===== config.mk =====
export PLATFORM = sky130hd
export DESIGN_NAME = yrcc_top
export DESIGN_NICKNAME = d
export VERILOG_FILES = /design/src/rtl/yrcc_top.v /design/src/rtl/yrcc_slow_detect.v
export VERILOG_INCLUDE_DIRS = /design/src /design/src/shared
export SDC_FILE = /design/constraint.sdc
export NUM_CORES = 1
export LEC_CHECK = 0
export BUFFER_PORTS_ARGS = -buffer_cell sky130_fd_sc_hd__buf_2
export CAP_MARGIN = 10
export CORE_UTILIZATION = 50
export CTS_CLUSTER_SIZE = 25
export DETAILED_ROUTE_END_ITERATION = 12
export GPL_ROUTABILITY_DRIVEN = 0
export PLACE_DENSITY = 0.73
export SLEW_MARGIN = 20
export SYNTH_ARGS = -nofsm -noshare
export SYNTH_HDL_FRONTEND = slang
export SYNTH_HIERARCHICAL = 1
export SYNTH_SLANG_ARGS = --single-unit

===== constraint.sdc =====
create_clock -name clk_sys -period 6.17 [get_ports clk_sys]
set_clock_uncertainty 0.1 [all_clocks]
set_input_delay 0.617 -clock clk_sys [delete_from_list [all_inputs] [get_ports clk_sys]]
set_output_delay 0.617 -clock clk_sys [all_outputs]
set_load 0.02 [all_outputs]

===== src/shared/yrcc_map.vh =====
// Register map, field positions and timing constants of the year/realtime counter control
`ifndef YRCC_MAP_VH
`define YRCC_MAP_VH
// ****************************************************************
// Register byte offsets
// ****************************************************************
`define YRCC_OFF_YEAR_TRIM 8'h00
`define YRCC_OFF_YEAR_LOAD 8'h04
`define YRCC_OFF_YEAR_MATCH0 8'h08
`define YRCC_OFF_YEAR_MATCH1 8'h0c
`define YRCC_OFF_YEAR_MATCH2 8'h10
`define YRCC_OFF_CTRL 8'h14
`define YRCC_OFF_RT_TRIM 8'h18
`define YRCC_OFF_RT_LOAD 8'h1c
`define YRCC_OFF_RT_MATCH0 8'h20
`define YRCC_OFF_RT_MATCH1 8'h24
`define YRCC_OFF_RT_MATCH2 8'h28
`define YRCC_OFF_IRQ_STATUS 8'h30
`define YRCC_OFF_IRQ_MASK 8'h34
// ****************************************************************
// Pending flag indices
// ****************************************************************
`define YRCC_PI_YLOAD 4'd0
`define YRCC_PI_YM0 4'd1
`define YRCC_PI_YM1 4'd2
`define YRCC_PI_YM2 4'd3
`define YRCC_PI_YTRIM 4'd4
`define YRCC_PI_CTRL 4'd5
`define YRCC_PI_RLOAD 4'd6
`define YRCC_PI_RM0 4'd7
`define YRCC_PI_RM1 4'd8
`define YRCC_PI_RM2 4'd9
`define YRCC_PI_RTRIM 4'd10
`define YRCC_NUM_PEND 11
// ****************************************************************
// Control/status field positions
// ****************************************************************
`define YRCC_B_YLOAD_P 0
`define YRCC_B_YTRIM_P 4
`define YRCC_B_RUNNING 5
`define YRCC_B_CTRL_P 7
`define YRCC_B_ENABLE 8
`define YRCC_B_YSKIP 10
`define YRCC_B_RSKIP 12
`define YRCC_B_BYPASS 14
`define YRCC_B_RLOAD_P 16
`define YRCC_B_RTRIM_P 20
`define YRCC_CTRL_WMASK 32'h00005500
// ****************************************************************
// Interrupt status bits
// ****************************************************************
`define YRCC_IRQ_W 3
`define YRCC_IRQ_YDONE 0
`define YRCC_IRQ_RDONE 1
`define YRCC_IRQ_RUNUP 2
// ****************************************************************
// Misc constants
// ****************************************************************
`define YRCC_RESP_OKAY 2'b00
`define YRCC_RESP_SLVERR 2'b10
`define YRCC_TRIM_W 16
`define YRCC_RUN_EDGES 2'd2
// Stopped after two periods with no edge
`define YRCC_SLOW_TIMEOUT_NS 61035
`define YRCC_CLK_PERIOD_NS 10
`define YRCC_SLOW_TIMEOUT_CYC (`YRCC_SLOW_TIMEOUT_NS / `YRCC_CLK_PERIOD_NS)
`endif


===== src/rtl/yrcc_top.v =====
// Year and realtime counter control/status block with AXI4-Lite register access
//
// Register access over AXI4-Lite was chosen for this implementation.
`timescale 1ns/10ps
`default_nettype none
`include "yrcc_map.vh"
module yrcc_top #(
    parameter TIMEOUT_CYC = `YRCC_SLOW_TIMEOUT_CYC
) (
    input wire clk_sys,
    input wire reset,
    input wire [7:0] s_axi_awaddr,
    input wire s_axi_awvalid,
    output reg s_axi_awready,
    input wire [31:0] s_axi_wdata,
    input wire [3:0] s_axi_wstrb,
    input wire s_axi_wvalid,
    output reg s_axi_wready,
    output reg [1:0] s_axi_bresp,
    output reg s_axi_bvalid,
    input wire s_axi_bready,
    input wire [7:0] s_axi_araddr,
    input wire s_axi_arvalid,
    output reg s_axi_arready,
    output reg [31:0] s_axi_rdata,
    output reg [1:0] s_axi_rresp,
    output reg s_axi_rvalid,
    input wire s_axi_rready,
    input wire osc_clk_in,
    input wire gpio_clk_in,
    output reg osc_enable_q,
    output reg year_tick_q,
    output reg realtime_tick_q,
    output reg irq_q
);
    // ****************************************************************
    // Declarations
    // ****************************************************************
    reg [7:0] aw_addr_q; // Captured write address
    reg aw_full_q; // Write address held
    reg [31:0] w_data_q; // Captured write data
    reg [3:0] w_strb_q; // Captured byte enables
    reg w_full_q; // Write data held
    reg [31:0] slow_reg_q [0:`YRCC_NUM_PEND-1]; // Slow-domain holding values
    reg [31:0] ctrl_q; // Writable control bits only
    reg [`YRCC_NUM_PEND-1:0] pend_q; // Write pending flags
    reg [`YRCC_IRQ_W-1:0] irq_stat_q; // Sticky event bits
    reg [`YRCC_IRQ_W-1:0] irq_mask_q; // One enables the event
    reg run_prev_q; // Running flag last cycle
    wire slow_edge;
    wire running;
    wire wr_go;
    wire [31:0] bmask;
    reg wr_hit;
    reg [3:0] wr_idx;
    reg wr_ctrl;
    reg wr_stat;
    reg wr_mask;
    reg rd_hit;
    reg [31:0] rd_val;
    wire [`YRCC_NUM_PEND-1:0] pend_clr;
    wire ydone;
    wire rdone;
    wire [31:0] stat_word;
    wire [1:0] tick_w;
    wire [1:0] skip_w;
    // ****************************************************************
    // Slow clock detection
    // ****************************************************************
    yrcc_slow_detect #(
        .TIMEOUT_CYC(TIMEOUT_CYC)
    ) u_detect (
        .clk_sys(clk_sys),
        .reset(reset),
        .osc_clk_in(osc_clk_in),
        .gpio_clk_in(gpio_clk_in),
        .bypass_sel(ctrl_q[`YRCC_B_BYPASS]),
        .slow_edge_q(slow_edge),
        .running_q(running)
    );
    // ****************************************************************
    // AXI4-Lite write channel capture
    // ****************************************************************
    assign wr_go = aw_full_q & w_full_q & ~s_axi_bvalid;
    assign bmask = {{8{w_strb_q[3]}}, {8{w_strb_q[2]}}, {8{w_strb_q[1]}}, {8{w_strb_q[0]}}};
    // Address and data are taken independently, in either order
    always @(posedge clk_sys) begin
        if (reset) begin
            aw_full_q <= 1'b0;
            w_full_q <= 1'b0;
            aw_addr_q <= 8'h00;
            w_data_q <= 32'h00000000;
            w_strb_q <= 4'h0;
            s_axi_awready <= 1'b0;
            s_axi_wready <= 1'b0;
            s_axi_bvalid <= 1'b0;
            s_axi_bresp <= `YRCC_RESP_OKAY;
        end else begin
            s_axi_awready <= ~aw_full_q & ~s_axi_awready;
            s_axi_wready <= ~w_full_q & ~s_axi_wready;
            if (s_axi_awvalid & s_axi_awready) begin
                aw_full_q <= 1'b1;
                aw_addr_q <= s_axi_awaddr;
            end
            if (s_axi_wvalid & s_axi_wready) begin
                w_full_q <= 1'b1;
                w_data_q <= s_axi_wdata;
                w_strb_q <= s_axi_wstrb;
            end
            if (wr_go) begin
                // Response issued once both halves are in
                aw_full_q <= 1'b0;
                w_full_q <= 1'b0;
                s_axi_bvalid <= 1'b1;
                s_axi_bresp <= (wr_hit | wr_ctrl | wr_stat | wr_mask) ?
                               `YRCC_RESP_OKAY : `YRCC_RESP_SLVERR;
            end else if (s_axi_bready) begin
                s_axi_bvalid <= 1'b0;
            end
        end
    end
    // ****************************************************************
    // Write address decode
    // ****************************************************************
    // Maps a slow-domain register offset onto its pending flag index
    always @* begin
        wr_hit = 1'b1;
        wr_idx = 4'h0;
        wr_ctrl = 1'b0;
        wr_stat = 1'b0;
        wr_mask = 1'b0;
        if (aw_addr_q == `YRCC_OFF_YEAR_LOAD) begin
            wr_idx = `YRCC_PI_YLOAD;
        end else if (aw_addr_q == `YRCC_OFF_YEAR_MATCH0) begin
            wr_idx = `YRCC_PI_YM0;
        end else if (aw_addr_q == `YRCC_OFF_YEAR_MATCH1) begin
            wr_idx = `YRCC_PI_YM1;
        end else if (aw_addr_q == `YRCC_OFF_YEAR_MATCH2) begin
            wr_idx = `YRCC_PI_YM2;
        end else if (aw_addr_q == `YRCC_OFF_YEAR_TRIM) begin
            wr_idx = `YRCC_PI_YTRIM;
        end else if (aw_addr_q == `YRCC_OFF_RT_LOAD) begin
            wr_idx = `YRCC_PI_RLOAD;
        end else if (aw_addr_q == `YRCC_OFF_RT_MATCH0) begin
            wr_idx = `YRCC_PI_RM0;
        end else if (aw_addr_q == `YRCC_OFF_RT_MATCH1) begin
            wr_idx = `YRCC_PI_RM1;
        end else if (aw_addr_q == `YRCC_OFF_RT_MATCH2) begin
            wr_idx = `YRCC_PI_RM2;
        end else if (aw_addr_q == `YRCC_OFF_RT_TRIM) begin
            wr_idx = `YRCC_PI_RTRIM;
        end else if (aw_addr_q == `YRCC_OFF_CTRL) begin
            wr_hit = 1'b0;
            wr_ctrl = 1'b1;
        end else if (aw_addr_q == `YRCC_OFF_IRQ_STATUS) begin
            wr_hit = 1'b0;
            wr_stat = 1'b1;
        end else if (aw_addr_q == `YRCC_OFF_IRQ_MASK) begin
            wr_hit = 1'b0;
            wr_mask = 1'b1;
        end else begin
            // Unmapped: nothing stored, error response
            wr_hit = 1'b0;
        end
    end
    // ****************************************************************
    // Register storage
    // ****************************************************************
    // Holding values and control: only the written byte lanes change; the mask ignores the strobes
    always @(posedge clk_sys) begin
        if (reset) begin
            ctrl_q <= 32'h00000000;
            irq_mask_q <= {`YRCC_IRQ_W{1'b0}};
        end else if (wr_go) begin
            if (wr_hit) begin
                slow_reg_q[wr_idx] <= (slow_reg_q[wr_idx] & ~bmask) | (w_data_q & bmask);
            end
            if (wr_ctrl) begin
                // Status and reserved positions are not storable
                ctrl_q <= (ctrl_q & ~(bmask & `YRCC_CTRL_WMASK)) |
                          (w_data_q & bmask & `YRCC_CTRL_WMASK);
            end
            if (wr_mask) begin
                irq_mask_q <= w_data_q[`YRCC_IRQ_W-1:0];
            end
        end
    end
    // ****************************************************************
    // Write pending flags
    // ****************************************************************
    // Each flag waits two slow edges, the transfer time into the slow domain.
    // A repeat write while pending restarts the wait rather than being lost.
    genvar gi;
    generate
        for (gi = 0; gi < `YRCC_NUM_PEND; gi = gi + 1) begin : g_pend
            reg edge_seen_q; // First slow edge since the write
            wire set_now;
            assign set_now = wr_go & ((wr_hit & (wr_idx == gi)) |
                             (wr_ctrl & (gi == `YRCC_PI_CTRL)));
            assign pend_clr[gi] = pend_q[gi] & slow_edge & edge_seen_q & ~set_now;
            always @(posedge clk_sys) begin
                if (reset) begin
                    pend_q[gi] <= 1'b0;
                    edge_seen_q <= 1'b0;
                end else if (set_now) begin
                    pend_q[gi] <= 1'b1;
                    edge_seen_q <= 1'b0;
                end else if (pend_q[gi] & slow_edge) begin
                    edge_seen_q <= 1'b1;
                    if (edge_seen_q) begin
                        pend_q[gi] <= 1'b0;
                    end
                end
            end
        end
    endgenerate
    // ****************************************************************
    // Counter tick generation with trim or trim skip
    // ****************************************************************
    // Side 0 is year, side 1 realtime; enable gates both
    assign skip_w = {ctrl_q[`YRCC_B_RSKIP], ctrl_q[`YRCC_B_YSKIP]};
    generate
        for (gi = 0; gi < 2; gi = gi + 1) begin : g_tick
            reg [`YRCC_TRIM_W-1:0] div_q; // Trim divider count
            reg tick_q;
            wire [`YRCC_TRIM_W-1:0] trim;
            assign trim = slow_reg_q[gi ? `YRCC_PI_RTRIM : `YRCC_PI_YTRIM][`YRCC_TRIM_W-1:0];
            assign tick_w[gi] = tick_q;
            always @(posedge clk_sys) begin
                if (reset) begin
                    div_q <= {`YRCC_TRIM_W{1'b0}};
                    tick_q <= 1'b0;
                end else begin
                    tick_q <= 1'b0;
                    if (ctrl_q[`YRCC_B_ENABLE] & slow_edge) begin
                        if (skip_w[gi] | (div_q >= trim)) begin
                            div_q <= {`YRCC_TRIM_W{1'b0}};
                            tick_q <= 1'b1;
                        end else begin
                            div_q <= div_q + 1'b1;
                        end
                    end
                end
            end
        end
    endgenerate
    // ****************************************************************
    // Interrupt events and output registers
    // ****************************************************************
    assign ydone = |pend_clr[`YRCC_PI_YTRIM:`YRCC_PI_YLOAD];
    assign rdone = |pend_clr[`YRCC_PI_RTRIM:`YRCC_PI_RLOAD];
    // Hardware set wins over a same-cycle write-one clear
    always @(posedge clk_sys) begin
        if (reset) begin
            irq_stat_q <= {`YRCC_IRQ_W{1'b0}};
            run_prev_q <= 1'b0;
            irq_q <= 1'b0;
            osc_enable_q <= 1'b0;
            year_tick_q <= 1'b0;
            realtime_tick_q <= 1'b0;
        end else begin
            run_prev_q <= running;
            irq_stat_q <= (irq_stat_q & ~((wr_go & wr_stat) ?
                           w_data_q[`YRCC_IRQ_W-1:0] : {`YRCC_IRQ_W{1'b0}})) |
                          {running & ~run_prev_q, rdone, ydone};
            irq_q <= |(irq_stat_q & irq_mask_q);
            osc_enable_q <= ctrl_q[`YRCC_B_ENABLE];
            year_tick_q <= tick_w[0];
            realtime_tick_q <= tick_w[1];
        end
    end
    // ****************************************************************
    // Read channel
    // ****************************************************************
    // Status word assembly; reserved bits read zero
    assign stat_word = {11'h000,
        pend_q[`YRCC_PI_RTRIM:`YRCC_PI_RLOAD],
        1'b0, ctrl_q[`YRCC_B_BYPASS], 1'b0, ctrl_q[`YRCC_B_RSKIP],
        1'b0, ctrl_q[`YRCC_B_YSKIP], 1'b0, ctrl_q[`YRCC_B_ENABLE],
        pend_q[`YRCC_PI_CTRL], 1'b0, running,
        pend_q[`YRCC_PI_YTRIM:`YRCC_PI_YLOAD]};
    // Read address decode
    always @* begin
        rd_hit = 1'b1;
        rd_val = 32'h00000000;
        if (s_axi_araddr == `YRCC_OFF_CTRL) begin
            rd_val = stat_word;
        end else if (s_axi_araddr == `YRCC_OFF_IRQ_STATUS) begin
            rd_val = {29'h00000000, irq_stat_q};
        end else if (s_axi_araddr == `YRCC_OFF_IRQ_MASK) begin
            rd_val = {29'h00000000, irq_mask_q};
        end else if ((s_axi_araddr[1:0] == 2'b00) && (s_axi_araddr <= `YRCC_OFF_RT_MATCH2)) begin
            // Trim sits below load, so the trim offsets map out of order
            rd_val = slow_reg_q[(s_axi_araddr == `YRCC_OFF_YEAR_TRIM) ? `YRCC_PI_YTRIM :
                     (s_axi_araddr == `YRCC_OFF_RT_TRIM) ? `YRCC_PI_RTRIM : s_axi_araddr[5:2] - 4'h1];
        end else begin
            rd_hit = 1'b0;
        end
    end
    // One read at a time; data held until rready
    always @(posedge clk_sys) begin
        if (reset) begin
            s_axi_arready <= 1'b0;
            s_axi_rvalid <= 1'b0;
            s_axi_rdata <= 32'h00000000;
            s_axi_rresp <= `YRCC_RESP_OKAY;
        end else begin
            s_axi_arready <= ~s_axi_rvalid & ~s_axi_arready & s_axi_arvalid;
            if (s_axi_arvalid & s_axi_arready) begin
                s_axi_rvalid <= 1'b1;
                s_axi_rdata <= rd_val;
                s_axi_rresp <= rd_hit ? `YRCC_RESP_OKAY : `YRCC_RESP_SLVERR;
            end else if (s_axi_rready) begin
                s_axi_rvalid <= 1'b0;
            end
        end
    end
endmodule // yrcc_top
`default_nettype wire


===== src/rtl/yrcc_slow_detect.v =====
// Slow clock source select, synchroniser, edge detector and running detector
`timescale 1ns/10ps
`default_nettype none
`include "yrcc_map.vh"
module yrcc_slow_detect #(
    parameter TIMEOUT_CYC = `YRCC_SLOW_TIMEOUT_CYC
) (
    input wire clk_sys,
    input wire reset,
    input wire osc_clk_in,
    input wire gpio_clk_in,
    input wire bypass_sel,
    output reg slow_edge_q,
    output reg running_q
);
    // ****************************************************************
    // Two-stage synchronisers for both candidate sources
    // ****************************************************************
    reg osc_s1_q;
    reg osc_s2_q;
    reg gpio_s1_q;
    reg gpio_s2_q;
    reg sel_prev_q; // Previous selected synchronised level
    reg [15:0] idle_cnt_q; // Cycles since last rising edge
    reg [1:0] edge_cnt_q; // Consecutive edges seen, saturating
    wire sel_lvl;
    wire rise;
    // Stage one is read only by stage two
    always @(posedge clk_sys) begin
        if (reset) begin
            osc_s1_q <= 1'b0;
            osc_s2_q <= 1'b0;
            gpio_s1_q <= 1'b0;
            gpio_s2_q <= 1'b0;
        end else begin
            osc_s1_q <= osc_clk_in;
            osc_s2_q <= osc_s1_q;
            gpio_s1_q <= gpio_clk_in;
            gpio_s2_q <= gpio_s1_q;
        end
    end
    // Bypass chooses the pin source as a test mode
    assign sel_lvl = bypass_sel ? gpio_s2_q : osc_s2_q;
    assign rise = sel_lvl & ~sel_prev_q;
    // ****************************************************************
    // Edge and running detection
    // ****************************************************************
    // Running needs two edges, the second arriving before the timeout
    always @(posedge clk_sys) begin
        if (reset) begin
            sel_prev_q <= 1'b0;
            idle_cnt_q <= 16'h0000;
            edge_cnt_q <= 2'b00;
            slow_edge_q <= 1'b0;
            running_q <= 1'b0;
        end else begin
            sel_prev_q <= sel_lvl;
            slow_edge_q <= rise;
            if (rise) begin
                idle_cnt_q <= 16'h0000;
                if (edge_cnt_q != `YRCC_RUN_EDGES) begin
                    edge_cnt_q <= edge_cnt_q + 2'b01;
                end
            end else if (idle_cnt_q >= TIMEOUT_CYC[15:0]) begin
                // Clock stopped: restart the two-edge qualification
                edge_cnt_q <= 2'b00;
            end else begin
                idle_cnt_q <= idle_cnt_q + 16'h0001;
            end
            running_q <= (edge_cnt_q == `YRCC_RUN_EDGES) &&
                         (idle_cnt_q < TIMEOUT_CYC[15:0]);
        end
    end
endmodule // yrcc_slow_detect
`default_nettype wire


==> run metrics <==
Synth async-reset ratio=0; synthesized area=0.0264 mm^2; cell count after placement=3329; Iteration-0 DRC Markers=3431; EDFF count, synth=352; crit path launch type=flip-flop; Worst Setup End Kind=flip-flop; Placed Area=roughly 0.028 mm^2; first-pass GRT wire length=128000 um; area of the core=roughly 0.052 mm^2; worst-skew pair later-pin latency=around 0.64 ns; CTS hold repair buffers=0; CTS Root Cell=clkbuf_16; Crit Path Max Fanout=40; Tot GR Track Use=0.318; Final Non-Filler Cells=approximately 3400; DR pass1 iterations=6; CP max stage delay=between 0.8 and 0.9 ns; Slew Limit Fails=0; gr ovfl total=0; Worst-Margin Slew=1.23 ns; area grow syn2layout=12.1%; critical path class=reg -> reg; total wire length=87300 um; detailed placement HPWL=52500 um; Sw Pwr=2260 uW; crit path max-delay cell type=nor2_4; Top Ports=106; H-tree depth=2; switching share of power=0.265; Worst Reg2Reg Path Length in Cells=7; sequential cell area=0.0142 mm^2; final hold viol count=0; sequential area share after synthesis=0.538; WP data required=6.38 ns; Synth cell types=90; initial antenna violation count=3; # setup viols final=0; ys flop type=edfxtp_1; # fillers=4329; via/cell ratio=6.61; internal power=about 6300 uW; post-place setup slack=approximately 2.0 ns; Post-DRT Antenna Nets=0; status=finished, final reports clean; postcts setup bufs=0; post-CTS sizing=0; Finished Cell Area=approximately 0.030 mm^2; largest net degree at the start of global routing=117; CTS buffer count=57; CTS max path bufs=3; vias post-DR=~23000; Die Wd=232 um; Worst EP arrival=4.59 ns; Port Buffers=103; syn avg cell area=9.96 um^2; vias in the first global route=21200; CP most frequent cell=buf_4; nets@finish=2811; Worst Hold Path Cells=3; Final WS setup=1.79 ns; warnings from Yosys=6; power density cells=289 mW/mm^2; WL per Instance=around 25 um; RSZ-0062 raised after global routing=no; drt drc=0; Die Area=0.0537 mm^2; Comb pwr share=0.118; Clk network pwr share=0.400; FF+latch count, synth=533; num rows=83; crit-path cells=nand2b_1 -> o22ai_2 -> buf_4 -> nand2_4 -> or4_1 -> nor2_4 -> buf_4; Post-Synthesis Cells=about 2600; footprint of the multi-input gates=~0.011 mm^2; Slew headroom=0.181; CTS tree=built; Flop pwr share=0.482; Max VDD drop=between 0.2 and 0.25 mV; Period Utilization, post-route=0.710; WHS=roughly 0.12 ns; clk slew on worst S/H paths=0.06 ns; CTS sink cnt=533; share of cells above drive strength 1=0.130; Max Cap Viol=0; Setup Total Neg Slack=0 ns; Die H=232 um; FMAX=228 MHz; Pleak=0.0107 uW; min Tclk post-route=about 4.4 ns; Starting Density=0.510; Hold Path Class=in -> reg
==> sequential cells by signal, indices dropped and copies added, names as in the netlist, 2 cells and up, named ones only <==
register,flops
aw_addr_q,8
g_pend.edge_seen_q,11
g_tick.div_q,32
g_tick.tick_q,2
irq_mask_q,3
irq_stat_q,3
pend_q,11
s_axi_rdata,32
slow_reg_q,352
u_detect/edge_cnt_q,2
u_detect/idle_cnt_q,16
w_data_q,32
w_strb_q,4
==> power groups by stage <==
| stage | sequential (uW) | combinational, uW | clock [uW] |
|---|---|---|---|
| detailed placement | 4190 | 966 | 0 |
| global route | 4120 | 1070 | 3550 |
| finish | 4110 | 1010 | 3410 |
| CTS | 4110 | 971 | 3430 |
| floorplan | 4160 | 647 | 0 |
| global placement | 4180 | 932 | 0 |
==> synthesized netlist by cell type (6+ instances only) <==
cell | count | area (um^2)
mux4_2 | 11 | 248
mux2_2 | 40 | 450
nand3b_1 | 7 | 52.6
o22ai_1 | 6 | 37.5
a22oi_1 | 6 | 45.0
xor2_1 | 15 | 131
a21o_1 | 19 | 143
ha_1 | 40 | 500
nor3b_1 | 10 | 75.1
a32oi_1 | 42 | 368
a211oi_1 | 39 | 293
a21boi_0 | 22 | 165
a221o_1 | 21 | 210
inv_1 | 80 | 300
and3_1 | 46 | 288
and2_1 | 23 | 144
a221oi_1 | 38 | 333
clkbuf_1 | 120 | 450
buf_4 | 7 | 52.6
or3_1 | 6 | 37.5
nor2_1 | 137 | 514
dfxtp_1 | 181 | 3620
nand2_1 | 572 | 2150
buf_2 | 41 | 205
and4_1 | 6 | 52.6
buf_1 | 15 | 56.3
o211ai_1 | 77 | 578
edfxtp_1 | 352 | 10600
a21oi_1 | 172 | 861
xnor2_1 | 24 | 210
nand4_1 | 17 | 106
mux2i_1 | 16 | 160
o32ai_1 | 16 | 140
a31oi_1 | 26 | 163
o2111ai_1 | 6 | 52.6
nor2b_1 | 16 | 100
nor3_1 | 39 | 195
nor4_1 | 19 | 119
o41a_1 | 11 | 124
nand3_1 | 120 | 601
o21ai_0 | 68 | 340
o221ai_1 | 23 | 201
nand2b_1 | 10 | 62.6
==> critical path: cells and delay by family (launching register included) <==
kind            cells  cell delay [ns]
compound gates      1             0.17
buf+inv             2             0.86
flops               1             0.70
simple gates        4             2.22
==> area by class of cell <==
type,count,share of cell area
flip-flops and latches,533,0.480
inverters,81,0.0103
clock inverters,26,0.00728
clock buffers,82,0.0560
diodes,4,0.000339
multi-input cells,1881,0.385
repair buffers,156,0.0319
well taps,680,0.0288
==> final timing paths <==
kind	start	end	slack (ns)
max reg2reg	aw_addr_q[5]	slow_reg_q[2][17]	1.79
min reg2reg	g_tick[0].tick_q	year_tick_q	0.34
max	aw_addr_q[5]	slow_reg_q[2][17]	1.79
min	s_axi_wdata[24]	w_data_q[24]	0.12
==> cell families (layout without fill, tap and decap cells) <==
| group | Yosys count | in the layout | share of synthesized area |
|---|---|---|---|
| and+or+nand+nor | 1063 | 1063 | 0.185 |
| AOI/OAI and AO/OA | 638 | 638 | 0.171 |
| DFF | 533 | 533 | 0.538 |
| buffers and inverters | 267 | 345 | 0.0418 |
| muxes | 67 | 67 | 0.0325 |
| adders and majority gates | 40 | 40 | 0.0190 |
| xor gates and xnor gates | 39 | 39 | 0.0129 |
| other | 1 | 38 | 0.000142 |
==> metal layers <==
metal  vias up  part of all wire  global-route usage
met5         -           0.00010                   0
met1     10800              0.37               0.427
met4         2             0.046               0.153
met3       294              0.14              0.0760
li1       9890                 -                   -
met2      1754              0.44               0.484
==> placed cells by master, fill, tap and decap left out, types with 67 or more instances in the layout <==
master	count
o21ai_0	67
nor2_1	127
dfxtp_1	181
buf_2	102
o211ai_1	77
inv_1	80
nand2_1	570
nand3_1	119
edfxtp_1	352
a21oi_1	170
==> per-stage QoR <==
stage	power, uW	util
finish	8530	0.572
global route	8740	0.571
CTS	8510	0.571
detailed placement	5150	0.535
global placement	5110	0.535
floorplan	4810	-
Power figures use the tool's default switching activity.
